`config.mk`:
```
export PLATFORM = sky130hd
export DESIGN_NAME = can_command_status_logic
export DESIGN_NICKNAME = d
export VERILOG_FILES = /design/src/core/ccs_pkg.sv /design/src/core/can_command_status_logic.sv
export SDC_FILE = /design/constraint.sdc
export NUM_CORES = 1
export LEC_CHECK = 0
export BUFFER_PORTS_ARGS = -buffer_cell sky130_fd_sc_hd__buf_2
export CORE_ASPECT_RATIO = 1.25
export CORE_MARGIN = 2
export CORE_UTILIZATION = 35
export CTS_CLUSTER_SIZE = 30
export DETAILED_ROUTE_END_ITERATION = 12
export REMOVE_ABC_BUFFERS = 1
export SYNTH_ARGS = -nofsm -noshare
export SYNTH_HDL_FRONTEND = slang
export SYNTH_SLANG_ARGS = --single-unit
```
`constraint.sdc`:
```
create_clock -name clock -period 3.1 [get_ports clock]
set_clock_uncertainty 0.1 [all_clocks]
set_input_delay 0.62 -clock clock [delete_from_list [all_inputs] [get_ports clock]]
set_output_delay 0.62 -clock clock [all_outputs]
set_load 0.05 [all_outputs]
```
`src/core/ccs_pkg.sv`:
```
/*
 Shared constants and carriers for the command and status logic of a
 stand-alone CAN controller. Assumes a protocol engine on the same clock.
*/
// Function
// - Command register always reads back as zero.
// - Self reception transmits and receives locally.
// - Clear-overrun command clears the overrun flag.
// - Release frees message; empty queue drops pending.
// - Abort cancels pending, not running, transmission.
// - Transmit request starts sending the buffer.
// - Request plus abort sends once, no retry.
// - Self reception plus abort sends once.
// - All three bits act as single-shot transmit.
// - Request plus self reception ignores self reception.
// - Held request clears when transmitting starts.
// - No new overrun event while flag set.
// - Abort still gives a transmit event.
// - Writing zero never withdraws a request.
// - Bus-off flag mirrors bus-off state.
// - Warning flag when a counter reaches limit.
// - Transmit and receive activity flags follow engine.
// - Done flag set after successful transmission.
// - Buffer free flag low while message queued.
// - Overrun flag sticky until clear command.
// - Pending flag while queue holds a message.
// - Done flag cleared when a request is set.
// - Buffer writes while locked are silently dropped.
// - Warning limit resets to 96.
package ccs_pkg;

    // ==========================================
    // Register indices (byte address = index * 4)
    localparam logic [5:0] CCS_IDX_CMD   = 6'h01;
    localparam logic [5:0] CCS_IDX_STATE = 6'h02;
    localparam logic [5:0] CCS_IDX_WARN  = 6'h06;

    // ==========================================
    // Command bit positions
    localparam int CCS_CMD_TXREQ   = 0;
    localparam int CCS_CMD_CANCEL  = 1;
    localparam int CCS_CMD_RELEASE = 2;
    localparam int CCS_CMD_CLROVR  = 3;
    localparam int CCS_CMD_SELFRX  = 4;

    // ==========================================
    // Reset values and responses
    localparam logic [7:0] CCS_WARN_RESET = 8'h60;
    localparam logic [1:0] CCS_RESP_OKAY  = 2'h0;
    localparam logic [1:0] CCS_RESP_SLVER = 2'h2;

    // ==========================================
    // Carriers
    typedef struct packed {
        logic       busOff;
        logic       txActive;
        logic       rxActive;
        logic       txFrameEnd;
        logic       txFrameOk;
        logic       rxMsgStored;
        logic       rxNoSpace;
        logic [7:0] txErrCount;
        logic [7:0] rxErrCount;
    } ccs_engine_t;

    typedef struct packed {
        logic txGo;
        logic singleShot;
        logic selfRx;
    } ccs_txctl_t;

endpackage

```
`src/core/can_command_status_logic.sv`:
```
/*
 Command strobe and controller state logic behind an AXI4-Lite slave.
 Assumes the protocol engine runs on the same clock and reports through
 the engine carrier; the receive queue itself lives in the engine.
*/
// Chosen here: the AXI4-Lite register port.
`timescale 1ns/1ns
module can_command_status_logic #(
    parameter int QUEUE_MSGS = 21
) (
    // Clock and reset
    input  wire logic                clock,
    input  wire logic                arst_n,
    // AXI4-Lite write channels
    input  wire logic [7:0]          awaddr,
    input  wire logic                awvalid,
    output      logic                awready,
    input  wire logic [31:0]         wdata,
    input  wire logic [3:0]          wstrb,
    input  wire logic                wvalid,
    output      logic                wready,
    output      logic [1:0]          bresp,
    output      logic                bvalid,
    input  wire logic                bready,
    // AXI4-Lite read channels
    input  wire logic [7:0]          araddr,
    input  wire logic                arvalid,
    output      logic                arready,
    output      logic [31:0]         rdata,
    output      logic [1:0]          rresp,
    output      logic                rvalid,
    input  wire logic                rready,
    // Protocol engine
    input  wire ccs_pkg::ccs_engine_t engine,
    output      ccs_pkg::ccs_txctl_t  txCtl,
    output      logic                rxRelease,
    output      logic                txEvent,
    output      logic                overrunEvent,
    output      logic                rxPendingFlag,
    // Transmit buffer write gate
    input  wire logic                hostBufWe,
    output      logic                txBufWe
);
    import ccs_pkg::*;

    localparam int CNT_W = $clog2(QUEUE_MSGS + 1);

    // ==========================================
    // Internal clock enable at half rate
    logic tick;

    always_ff @(posedge clock or negedge arst_n) begin
        if (!arst_n) begin
            tick <= 1'b0;
        end else begin
            tick <= ~tick;
        end
    end

    // ==========================================
    // Write path
    logic [5:0]  awIdx;
    logic [31:0] wDataQ;
    logic        wLaneQ;
    logic        cmdPend;
    logic [4:0]  cmdBits;
    logic [7:0]  warnLimit;

    wire doWrite  = !awready && !wready && !bvalid && !cmdPend;
    wire wrCmd    = (awIdx == CCS_IDX_CMD);
    wire wrWarn   = (awIdx == CCS_IDX_WARN);
    wire wrState  = (awIdx == CCS_IDX_STATE);
    wire wrMapped = wrCmd || wrWarn || wrState;
    wire cmdFire  = tick && cmdPend;

    always_ff @(posedge clock or negedge arst_n) begin
        if (!arst_n) begin
            awready <= 1'b1;
            wready  <= 1'b1;
            awIdx   <= 6'h00;
            wDataQ  <= 32'h0000_0000;
            wLaneQ  <= 1'b0;
        end else begin
            if (awvalid && awready) begin
                awready <= 1'b0;
                awIdx   <= awaddr[7:2];
            end
            if (wvalid && wready) begin
                wready <= 1'b0;
                wDataQ <= wdata;
                wLaneQ <= wstrb[0];
            end
            if (bvalid && bready) begin
                awready <= 1'b1;
                wready  <= 1'b1;
            end
        end
    end

    // Command stays latched only until the next internal tick
    always_ff @(posedge clock or negedge arst_n) begin
        if (!arst_n) begin
            cmdPend <= 1'b0;
            cmdBits <= 5'h00;
        end else if (doWrite && wrCmd) begin
            cmdPend <= 1'b1;
            cmdBits <= wLaneQ ? wDataQ[4:0] : 5'h00;
        end else if (cmdFire) begin
            cmdPend <= 1'b0;
            cmdBits <= 5'h00;
        end
    end

    always_ff @(posedge clock or negedge arst_n) begin
        if (!arst_n) begin
            bvalid <= 1'b0;
            bresp  <= CCS_RESP_OKAY;
        end else if (cmdFire) begin
            bvalid <= 1'b1;
            bresp  <= CCS_RESP_OKAY;
        end else if (doWrite && !wrCmd) begin
            bvalid <= 1'b1;
            bresp  <= wrMapped ? CCS_RESP_OKAY : CCS_RESP_SLVER;
        end else if (bvalid && bready) begin
            bvalid <= 1'b0;
        end
    end

    always_ff @(posedge clock or negedge arst_n) begin
        if (!arst_n) begin
            warnLimit <= CCS_WARN_RESET;
        end else if (doWrite && wrWarn && wLaneQ) begin
            warnLimit <= wDataQ[7:0];
        end
    end

    // ==========================================
    // Command decode
    wire cTx   = cmdFire && cmdBits[CCS_CMD_TXREQ];
    wire cAb   = cmdFire && cmdBits[CCS_CMD_CANCEL];
    wire cRel  = cmdFire && cmdBits[CCS_CMD_RELEASE];
    wire cClr  = cmdFire && cmdBits[CCS_CMD_CLROVR];
    wire cSrr  = cmdFire && cmdBits[CCS_CMD_SELFRX];
    wire start = cTx || cSrr;
    wire oneShot = start && cAb;
    wire selfOnly = cSrr && !cTx;
    wire cancel  = cAb && !start;

    // ==========================================
    // Transmit control
    logic txLocked;
    logic txDone;
    logic txActiveD;

    wire freeNow   = !txLocked;
    wire accept    = start && freeNow;
    wire txRise    = engine.txActive && !txActiveD;
    wire doCancel  = cancel && txCtl.txGo && !engine.txActive;
    wire endOk     = engine.txFrameEnd && engine.txFrameOk;
    wire endFail   = engine.txFrameEnd && !engine.txFrameOk;
    wire endLast   = endFail && txCtl.singleShot;
    wire retry     = endFail && !txCtl.singleShot;

    always_ff @(posedge clock or negedge arst_n) begin
        if (!arst_n) begin
            txActiveD <= 1'b0;
        end else begin
            txActiveD <= engine.txActive;
        end
    end

    // Only abort or the start of transmission drops a held request; a written zero does nothing
    always_ff @(posedge clock or negedge arst_n) begin
        if (!arst_n) begin
            txCtl <= '0;
        end else if (accept) begin
            txCtl.txGo       <= 1'b1;
            txCtl.singleShot <= oneShot;
            txCtl.selfRx     <= selfOnly;
        end else if (doCancel) begin
            txCtl.txGo <= 1'b0;
        end else if (txRise) begin
            txCtl.txGo <= 1'b0;
        end else if (retry) begin
            txCtl.txGo <= 1'b1;
        end else if (cancel && engine.txActive) begin
            txCtl.singleShot <= 1'b1;
        end
    end

    always_ff @(posedge clock or negedge arst_n) begin
        if (!arst_n) begin
            txLocked <= 1'b0;
        end else if (accept) begin
            txLocked <= 1'b1;
        end else if (doCancel || endOk || endLast) begin
            txLocked <= 1'b0;
        end
    end

    always_ff @(posedge clock or negedge arst_n) begin
        if (!arst_n) begin
            txDone <= 1'b1;
        end else if (accept) begin
            txDone <= 1'b0;
        end else if (endOk) begin
            txDone <= 1'b1;
        end
    end

    always_ff @(posedge clock or negedge arst_n) begin
        if (!arst_n) begin
            txEvent <= 1'b0;
            txBufWe <= 1'b0;
        end else begin
            txEvent <= doCancel || endOk || endLast;
            txBufWe <= hostBufWe && freeNow;
        end
    end

    // ==========================================
    // Receive queue bookkeeping
    logic [CNT_W-1:0] rxCount;
    logic             overrun;

    wire relOk = cRel && (rxCount != '0);
    wire incOk = engine.rxMsgStored && (rxCount != CNT_W'(QUEUE_MSGS));

    always_ff @(posedge clock or negedge arst_n) begin
        if (!arst_n) begin
            rxCount <= '0;
        end else if (incOk && !relOk) begin
            rxCount <= rxCount + CNT_W'(1);
        end else if (relOk && !incOk) begin
            rxCount <= rxCount - CNT_W'(1);
        end
    end

    wire [CNT_W-1:0] next_rxCount = (incOk && !relOk) ? rxCount + CNT_W'(1) :
                                    (relOk && !incOk) ? rxCount - CNT_W'(1) : rxCount;

    // Set wins over a clear in the same cycle
    always_ff @(posedge clock or negedge arst_n) begin
        if (!arst_n) begin
            overrun <= 1'b0;
        end else if (engine.rxNoSpace) begin
            overrun <= 1'b1;
        end else if (cClr) begin
            overrun <= 1'b0;
        end
    end

    always_ff @(posedge clock or negedge arst_n) begin
        if (!arst_n) begin
            overrunEvent  <= 1'b0;
            rxPendingFlag <= 1'b0;
            rxRelease     <= 1'b0;
        end else begin
            overrunEvent  <= engine.rxNoSpace && !overrun;
            rxPendingFlag <= (next_rxCount != '0);
            rxRelease     <= relOk;
        end
    end

    // ==========================================
    // Controller state flags
    logic busOffF;
    logic warnF;
    logic txActF;
    logic rxActF;

    wire warnHit = (engine.txErrCount >= warnLimit) || (engine.rxErrCount >= warnLimit);

    always_ff @(posedge clock or negedge arst_n) begin
        if (!arst_n) begin
            busOffF <= 1'b0;
            warnF   <= 1'b0;
            txActF  <= 1'b0;
            rxActF  <= 1'b0;
        end else begin
            busOffF <= engine.busOff;
            warnF   <= warnHit;
            txActF  <= engine.txActive;
            rxActF  <= engine.rxActive;
        end
    end

    wire [7:0] stateByte = {busOffF, warnF, txActF, rxActF,
                            txDone, freeNow, overrun, rxPendingFlag};

    // ==========================================
    // Read path
    wire [5:0] arIdx    = araddr[7:2];
    wire       rdCmd    = (arIdx == CCS_IDX_CMD);
    wire       rdState  = (arIdx == CCS_IDX_STATE);
    wire       rdWarn   = (arIdx == CCS_IDX_WARN);
    wire [7:0] rdByte   = rdState ? stateByte : rdWarn ? warnLimit : 8'h00;
    wire       rdMapped = rdCmd || rdState || rdWarn;
    logic      rdWasCmd;

    always_ff @(posedge clock or negedge arst_n) begin
        if (!arst_n) begin
            arready  <= 1'b1;
            rvalid   <= 1'b0;
            rdata    <= 32'h0000_0000;
            rresp    <= CCS_RESP_OKAY;
            rdWasCmd <= 1'b0;
        end else if (arvalid && arready) begin
            arready  <= 1'b0;
            rvalid   <= 1'b1;
            rdata    <= {24'h00_0000, rdByte};
            rresp    <= rdMapped ? CCS_RESP_OKAY : CCS_RESP_SLVER;
            rdWasCmd <= rdCmd;
        end else if (rvalid && rready) begin
            arready <= 1'b1;
            rvalid  <= 1'b0;
        end
    end
endmodule

```
# == Word level (Yosys, flattened, before mapping) ==
# Index checks and enable logic that the tools add are counted.
# totals
reg_bits,67
input_bits,83
# op_classes
n_reduce_logical,73
muxes,38
bitwise,1
magnitude_cmp,2
eq_ne,10
n_addsub,2
# ops
op,n
1-bit logical AND,36
1-bit 2-to-1 mux,26
5-bit 2-to-1 mux,5
2-bit nonzero test,9
8-bit greater-or-equal comparator,2
8-bit 2-to-1 mux,2
1-bit zero test,15
"6-bit by 1-bit equality test with 1-bit output, second input constant",2
"6-bit by 2-bit equality test with 1-bit output, second input constant",2
"6-bit by 3-bit equality test with 1-bit output, second input constant",2
2-bit 2-to-1 mux,5
5-bit nonzero test,2
1-bit logical OR,8
"2-bit != test, second input constant",3
"5-bit by 1-bit adder with 5-bit output, second input constant",1
"5-bit != test, second input constant",1
"5-bit by 1-bit subtractor with 5-bit output, second input constant",1
4-bit AND reduction,1
4-bit nonzero test,1
3-bit nonzero test,1
1-bit inverter,1

# == Depth between registers and ports, before layout ==
# Gate-level depths: netlist (run 1).
# logic_depth
word_depth,11
depth_mapped,8
ltp_nobuf,8

# == Worst setup path after synthesis (run 1) ==
# No wires, ideal clock.
# synth_timing
path_type,reg2reg
start,register rxCount[0]
end,register rxPendingFlag
path_stages_with_launch,9
n_path_buf,0
synth_period_minus_slack_ns,2.176
setup_time_ns,0.138
arrival_time_ns,1.937
slack_ns,0.924
path_cell_list,dfrtp_1 -> inv_1 -> ha_1 -> nor4b_2 -> nor2_2 -> nor2_1 -> a22oi_2 -> xnor2_1 -> or4_1
# synth_via
word_cells_on_any_way,13
# synth_lines
element,line,source
"start, declared",can_command_status_logic.sv:223,logic [CNT_W-1:0] rxCount;
"start signal, assigned",can_command_status_logic.sv:233,rxCount <= rxCount + CNT_W'(1);
"start signal, assigned",can_command_status_logic.sv:235,rxCount <= rxCount - CNT_W'(1);
5-bit nonzero test *,can_command_status_logic.sv:226,wire relOk = cRel && (rxCount != '0);
1-bit logical AND *,can_command_status_logic.sv:226,
net relOk,can_command_status_logic.sv:226,
1-bit logical AND or 1-bit zero test (tied branches),"can_command_status_logic.sv:240, can_command_status_logic.sv:239",
5-bit 2-to-1 mux or 1-bit logical AND (tied branches),"can_command_status_logic.sv:240, can_command_status_logic.sv:239",
5-bit 2-to-1 mux *,can_command_status_logic.sv:239,wire [CNT_W-1:0] next_rxCount = (incOk && !relOk) ? rxCount + CNT_W'(1) :
net next_rxCount[2],can_command_status_logic.sv:239,
5-bit nonzero test *,can_command_status_logic.sv:260,rxPendingFlag <= (next_rxCount != '0);
"end signal, assigned",can_command_status_logic.sv:260,
"end, declared",can_command_status_logic.sv:39,"output logic rxPendingFlag,"
# The timed path passes the listed nets; every way through them passes the cells marked *.
# A chain may end at the register's enable or synchronous reset.

# == Worst setup path in the final report (run 1) ==
# Same ends and word-level chain as after synthesis.

==> flow_summary_export.csv, run 1 <==
group,metric,value,unit
status,status,"completed",
grt,gr-total-overflow,0,
floorplanning,pin_count,132,
cts,root_buffer,"clkbuf_16",
finish,post_route_cells_drive_above_1_share,0.3036,
worst_hold_path,min_path_type,"input pin to asynchronous set/reset pin",
place,io_buffer_count,74,
worst_setup_path,startpoint_type,"flip-flop",
logic_synthesis,synth_cell_types,43,
floorplanning,rows,39,
grt,grt_pass1_wl,10780,um
sta,slew_viol_final,0,
cts,cts.clk_slew.worst_paths,0.05,ns
detailed_routing,antenna_left,0,
worst_setup_path,path_cells,"inv_1, ha_1, nor4b_2, nor2_2, nor2_1, a22oi_2, xnor2_1, or4_1",
power,p_sw,0.001174,W
floorplanning,die_area,0.01002,mm^2
sta,fin_setup_tns,0,ns
finish,nets,489,
sta,max_freq,418.6,MHz
power,p_leak,1.934,nW
cts,ctsHoldBuffers,0,
worst_setup_path,cp-end-kind,"flip-flop",
floorplanning,die_y,111.4,um
cts,clockBufferDepth,2,
cts,clk_latency,0.32,ns
detailed_routing,drc_errors,0,
detailed_routing,wl_per_cell,12.44,um
detailed_routing,drt_first_iter_violations,44,
worst_setup_path,required,3.19,ns
finish,diodes,0,
sta,rsz0062_at_grt,"no",
grt,antenna_found_initial,0,
sta,hold_ws,0.2288,ns
sta,maxSlewHeadroom,0.5638,
grt,grt_max_degree,39,
cts,cts_resized,0,
sta,fin_crit_sh,0.7706,
job,drv_cap,0,
power,power.density,848.1,mW/mm^2
finish,layout.cells.most_common,"buf_2",
detailed_routing,num_vias,2328,
cts,clock-sinks,65,
cts,post_cts_buffers,0,
power,switching_share,0.3493,
detailed_routing,via_per_inst,4.520,
power,vdd_drop_max,0.0004028,V
place,dpl_cell_area,0.003671,mm^2
logic_synthesis,netlist_area,0.003229,mm^2
logic_synthesis,synth_warnings,0,
floorplanning,die_x,89.92,um
sta,finalCriticalPeriod,2.389,ns
logic_synthesis,ys_seq_area_frac,0.5060,
floorplanning,start_util,0.3558,
cts,cts-htree-levels,3,
worst_setup_path,critical_path.max_fanout,7,
worst_setup_path,slowest_stage,"or4_1",
logic_synthesis,synthCells,304,
worst_setup_path,slowest_delay,0.52,ns
sta,final-setup-viol-count,0,
power,power_frac_clock,0.290,
worst_setup_path,path_class,"flip-flop to flip-flop",
place,dp_hpwl,4931,um
place,place_congestion,0.8380,
finish,area_growth,22.70,%
logic_synthesis,ys_seq_elements,65,
grt,track_usage,0.1340,
finish,regArea,0.001634,mm^2
finish,multi_input_area,0.001406,mm^2
finish,n_fill_cell,893,
worst_setup_path,cp.arrival,2.48,ns
place,placedCellCount,499,
logic_synthesis,syn_area_per_cell,10.62,um^2
power,p_seq_frac,0.401,
detailed_routing,routed_wl,6407,um
finish,stdcell_area,0.003963,mm^2
detailed_routing,detail_route.first_pass.iterations,4,
cts,cts_tree,"built",
finish,layout_common_cells,"74 x buf_2, 59 x dfrtp_1, 30 x nand2_1",
sta,tightest_slew,0.6543,ns
grt,grt_pass1_vias,2321,
finish,stdcell_count,515,
floorplanning,core,0.009076,mm^2
power,power_frac_comb,0.309,
power,p_int,0.002187,W
sta,hold_viol,0,
cts,cts_buffers,9,
-- worst paths after layout --
path,start,end,slack [ns],cells after the start
max reg2reg,rxCount[0],rxPendingFlag,0.71,8
max,rxCount[0],rxPendingFlag,0.71,8
min,arst_n,awIdx[3],0.23,1
min in group clock,engine[22],busOffF,0.31,1
max in group asynchronous,arst_n,warnLimit[6],1.98,2
min reg2reg,overrun,overrunEvent,0.35,1
-- area by class of cell --
type,count,share of cell area
Tap cell,123,0.03884
Clock inverter,4,0.01137
Inverter,19,0.01800
Clock buffer,12,0.06220
Sequential cell,65,0.4124
Timing Repair Buffer,77,0.1023
Multi-Input combinational cell,215,0.3549
-- flip-flops by register name, indices dropped and copies added, names as in the netlist, 3 cells and up --
register,flops
txCtl,3
rdata,8
cmdBits,5
warnLimit,8
wDataQ,8
rxCount,5
awIdx,6
-- cells in the mapped netlist --
cell type,instances,area share
dfrtp_1,59,0.46
nand2_1,30,0.035
buf_4,26,0.060
ha_1,19,0.074
inv_1,19,0.022
nor2_1,18,0.021
o21ai_1,17,0.026
mux2_2,16,0.056
a21oi_1,13,0.020
mux2i_1,9,0.028
o21ai_0,8,0.012
a22o_1,6,0.016
dfstp_2,6,0.049
nand3_1,6,0.0093
a211oi_1,4,0.0093
nand2b_1,4,0.0077
nor2b_1,4,0.0077
nor3_1,4,0.0062
clkbuf_1,3,0.0035
nand4_1,3,0.0058
or3_1,3,0.0058
xnor2_1,3,0.0081
a21o_1,2,0.0046
nand3b_1,2,0.0046
o211ai_1,2,0.0046
a22oi_1,1,0.0023
a22oi_2,1,0.0039
a31oi_1,1,0.0019
and2_1,1,0.0019
and2_4,1,0.0027
and3_1,1,0.0019
buf_2,1,0.0015
conb_1,1,0.0012
mux2_1,1,0.0035
nand2_4,1,0.0035
nand3_2,1,0.0031
nand4b_1,1,0.0027
nor2_2,1,0.0019
nor4_1,1,0.0019
nor4b_2,1,0.0046
o21a_1,1,0.0023
o31ai_1,1,0.0023
or4_1,1,0.0023
-- metrics by stage --
step	worst slack (ns)	total power [W]	util
3_3_place_gp	0.7605	0.002378	0.4045
4_1_cts	0.7038	0.003407	0.4366
3_5_place_dp	0.7213	0.002410	0.4045
2_1_floorplan	0.7334	0.002111	-
5_1_grt	0.5813	0.003597	0.4366
6_report	0.7112	0.003361	0.4366
-- cells by family (layout without fill, tap and decap cells) --
family	count (synthesis)	after routing	share of synthesized area
and+or+nand+nor	84	84	0.1298
DFF	65	65	0.5060
AOI/OAI and AO/OA	57	57	0.1065
buffers and inverters	49	112	0.08756
muxes	26	26	0.08718
adders and majority gates	19	19	0.07362
xor gates and xnor gates	3	3	0.008138
other	1	26	0.001161
-- power by group through the flow --
| stage | logic [W] | clock network [W] | registers [W] |
|---|---|---|---|
| 2_1_floorplan | 0.000622 | 0 | 0.00149 |
| 3_3_place_gp | 0.00103 | 0 | 0.00135 |
| 3_5_place_dp | 0.00105 | 0 | 0.00136 |
| 4_1_cts | 0.00106 | 0.00100 | 0.00135 |
| 5_1_grt | 0.00116 | 0.00105 | 0.00139 |
| 6_report | 0.00104 | 0.000976 | 0.00135 |
-- worst max-delay path: cells and delay by family, from the launching register on --
family                     cells  cell delay, ns
xor gates and xnor gates       1            0.15
AOI/OAI and AO/OA              1            0.10
and+or+nand+nor                4            1.15
adders and majority gates      1            0.20
DFF                            1            0.46
buffers and inverters          1            0.09
-- per-layer routing --
metal	up-vias	routed length (um)	part of all wire	global-route usage
met5	-	0	0	0
met4	0	55	0.0086	0.03487
met3	6	393	0.061	0.04398
met2	75	3209	0.50	0.2318
met1	1078	2749	0.43	0.1618
li1	1169	-	-	-
Note: power is estimated with default switching activity, not from simulation.
==> run 2: changes to the inputs <==
clock period = 2.15 ns   (was 3.1 ns; I/O delays follow)
==> run 2 against run 1 <==
Net effect:
- clock power up 44%
- core utilization up 1.1 points
- non-clock buffer count up 11
- count of clock-buffer cells in the layout up 1
- global-route usage up 1.0 points
- combinational power up 59%
- final cell count up 2.1%
- critical endpoint unchanged
- die area unchanged
- via count up 1.7%
- sequential share of layout area down 1.0 points
==> flow_summary_export.csv, run 2 (synthesis gave the netlist of run 1 again) <==
group,metric,value,unit
cts,cts.clk_slew.worst_paths,0.05,ns
sta,finalCriticalPeriod,2.121,ns
finish,nets,500,
grt,grt_pass1_vias,2406,
grt,grt_pass1_wl,11430,um
cts,clockBufferDepth,2,
worst_setup_path,r2r_start,"rxCount[0]",
detailed_routing,wl_per_cell,12.79,um
finish,layout.cells.most_common,"buf_2",
finish,stdcell_count,526,
finish,diodes,0,
sta,fin_setup_tns,0,ns
cts,cts_tree,"built",
power,p_leak,1.988,nW
finish,post_route_cells_drive_above_1_share,0.3325,
detailed_routing,highest_layer,"met4",
floorplanning,die_x,89.92,um
finish,layout_common_cells,"74 x buf_2, 59 x dfrtp_1, 30 x nand2_1",
power,power.density,1227,mW/mm^2
finish,stdcell_area,0.004065,mm^2
floorplanning,start_util,0.3558,
sta,hold_viol,0,
worst_hold_path,min_path_type,"input pin to asynchronous set/reset pin",
sta,hold_ws,0.009830,ns
floorplanning,die_area,0.01002,mm^2
worst_setup_path,rr_endpoint,"rxPendingFlag",
cts,ctsHoldBuffers,0,
power,finalPower,0.004988,W
cts,clock-sinks,65,
detailed_routing,via_per_inst,4.502,
power,vdd_drop_max,0.0007564,V
worst_setup_path,r2r_cells,8,
grt,antenna_found_initial,0,
place,dp_hpwl,5025,um
grt,gr-total-overflow,0,
sta,slew_viol_final,0,
floorplanning,core,0.009076,mm^2
worst_setup_path,slowest_delay,0.52,ns
cts,cts_buffers,9,
place,dpl_cell_area,0.003731,mm^2
detailed_routing,antenna_left,0,
detailed_routing,detail_route.first_pass.iterations,4,
worst_setup_path,slowest_stage,"or4_1",
power,p_sw,0.001737,W
floorplanning,die_y,111.4,um
finish,top_regs,"rdata x8, wDataQ x8, warnLimit x8",
sta,max_freq,471.5,MHz
power,power_frac_comb,0.331,
worst_setup_path,startpoint_type,"flip-flop",
place,io_buffer_count,74,
floorplanning,pin_count,132,
sta,fin_crit_sh,0.9864,
power,switching_share,0.3482,
worst_setup_path,cp-end-kind,"flip-flop",
detailed_routing,drc_errors,0,
detailed_routing,drt_first_iter_violations,59,
worst_setup_path,path_class,"flip-flop to flip-flop",
worst_setup_path,required,2.24,ns
detailed_routing,met1_length,2845,um
grt,track_usage,0.1441,
sta,rsz0062_at_grt,"yes",
place,place_congestion,0.8450,
worst_setup_path,critical_path.max_fanout,4,
worst_setup_path,rrSetupSlack,0.03,ns
sta,final-setup-viol-count,0,
job,drv_cap,0,
power,p_int,0.003252,W
status,status,"completed",
worst_setup_path,cp.arrival,2.21,ns
cts,cts-htree-levels,3,
finish,area_growth,25.88,%
detailed_routing,routed_wl,6729,um
cts,root_buffer,"clkbuf_16",
floorplanning,rows,39,
detailed_routing,wl_met3,359,um
power,p_seq_frac,0.387,
worst_setup_path,path_cells,"inv_1, ha_2, nor4b_4, nor2_2, and2_4, a22oi_2, xnor2_1, or4_1",
place,placedCellCount,507,
detailed_routing,num_vias,2368,
grt,grt_max_degree,66,
cts,clk_latency,0.32,ns
detailed_routing,wl_met2,3423,um
power,power_frac_clock,0.283,
[run 2: cell types whose count changed in the layout (fill, tap and decap cells not counted), sizes merged]
cell,before,now
buf,77,88
clkbuf,12,13
clkinv,3,2
[run 2: area by class of cell]
type / count / area, um^2
clock inverter: 3 / 40.04
multi-input combinational: 215 / 1428
fill: 893 / 5011
tap: 123 / 153.9
timing repair buffer: 88 / 488.0
clock buffer: 13 / 250.2
inverter: 19 / 71.32
sequential: 65 / 1634
[run 2: worst max-delay path by stage]
stage,end,slack (ns),start
5_1_grt,rxPendingFlag,-0.04,rxCount[0]
4_1_cts,rxPendingFlag,0.001,rxCount[1]
2_1_floorplan,warnLimit[0],-0.22,bvalid
3_5_place_dp,rxPendingFlag,-0.03,rxCount[0]
3_3_place_gp,rxPendingFlag,0.02,rxCount[0]
6_report,rxPendingFlag,0.03,rxCount[0]
[run 2: repair_timing]
item | 4_1_cts | 5_1_grt
pin swaps | 2 | 4
setup endpoints to repair | 1 | 1
buffers inserted | 1 | 2
cloned | 0 | 0
resized for setup | 3 | 3
[run 2: metrics by stage]
stage               setup slack (ns)  utilization
finish                       0.02929       0.4479
floorplan                    -0.2166            -
global route                -0.04409       0.4479
CTS                         0.001319       0.4454
detailed placement          -0.02854       0.4111
global placement             0.02221       0.4111
[run 2: critical path: cells and delay by family (launching register included)]
| family | cells | cell delay, ns |
|---|---|---|
| simple gates | 4 | 0.97 |
| flops | 1 | 0.39 |
| buf+inv | 1 | 0.07 |
| compound gates | 1 | 0.16 |
| fa+ha+maj | 1 | 0.18 |
| xor+xnor | 1 | 0.10 |
[run 2: power by group through the flow]
stage	Sequential [W]	Clock, W	Combinational [W]
global placement	0.00192	0	0.00158
CTS	0.00193	0.00145	0.00164
global route	0.00199	0.00151	0.00183
detailed placement	0.00194	0	0.00162
floorplan	0.00215	0	0.000897
finish	0.00193	0.00141	0.00165
[run 2: per-layer routing]
metal	global-route usage	vias to the layer above
met3	0.04804	9
met2	0.2394	76
li1	-	1186
met5	0	-
met1	0.1765	1097
met4	0.05026	0
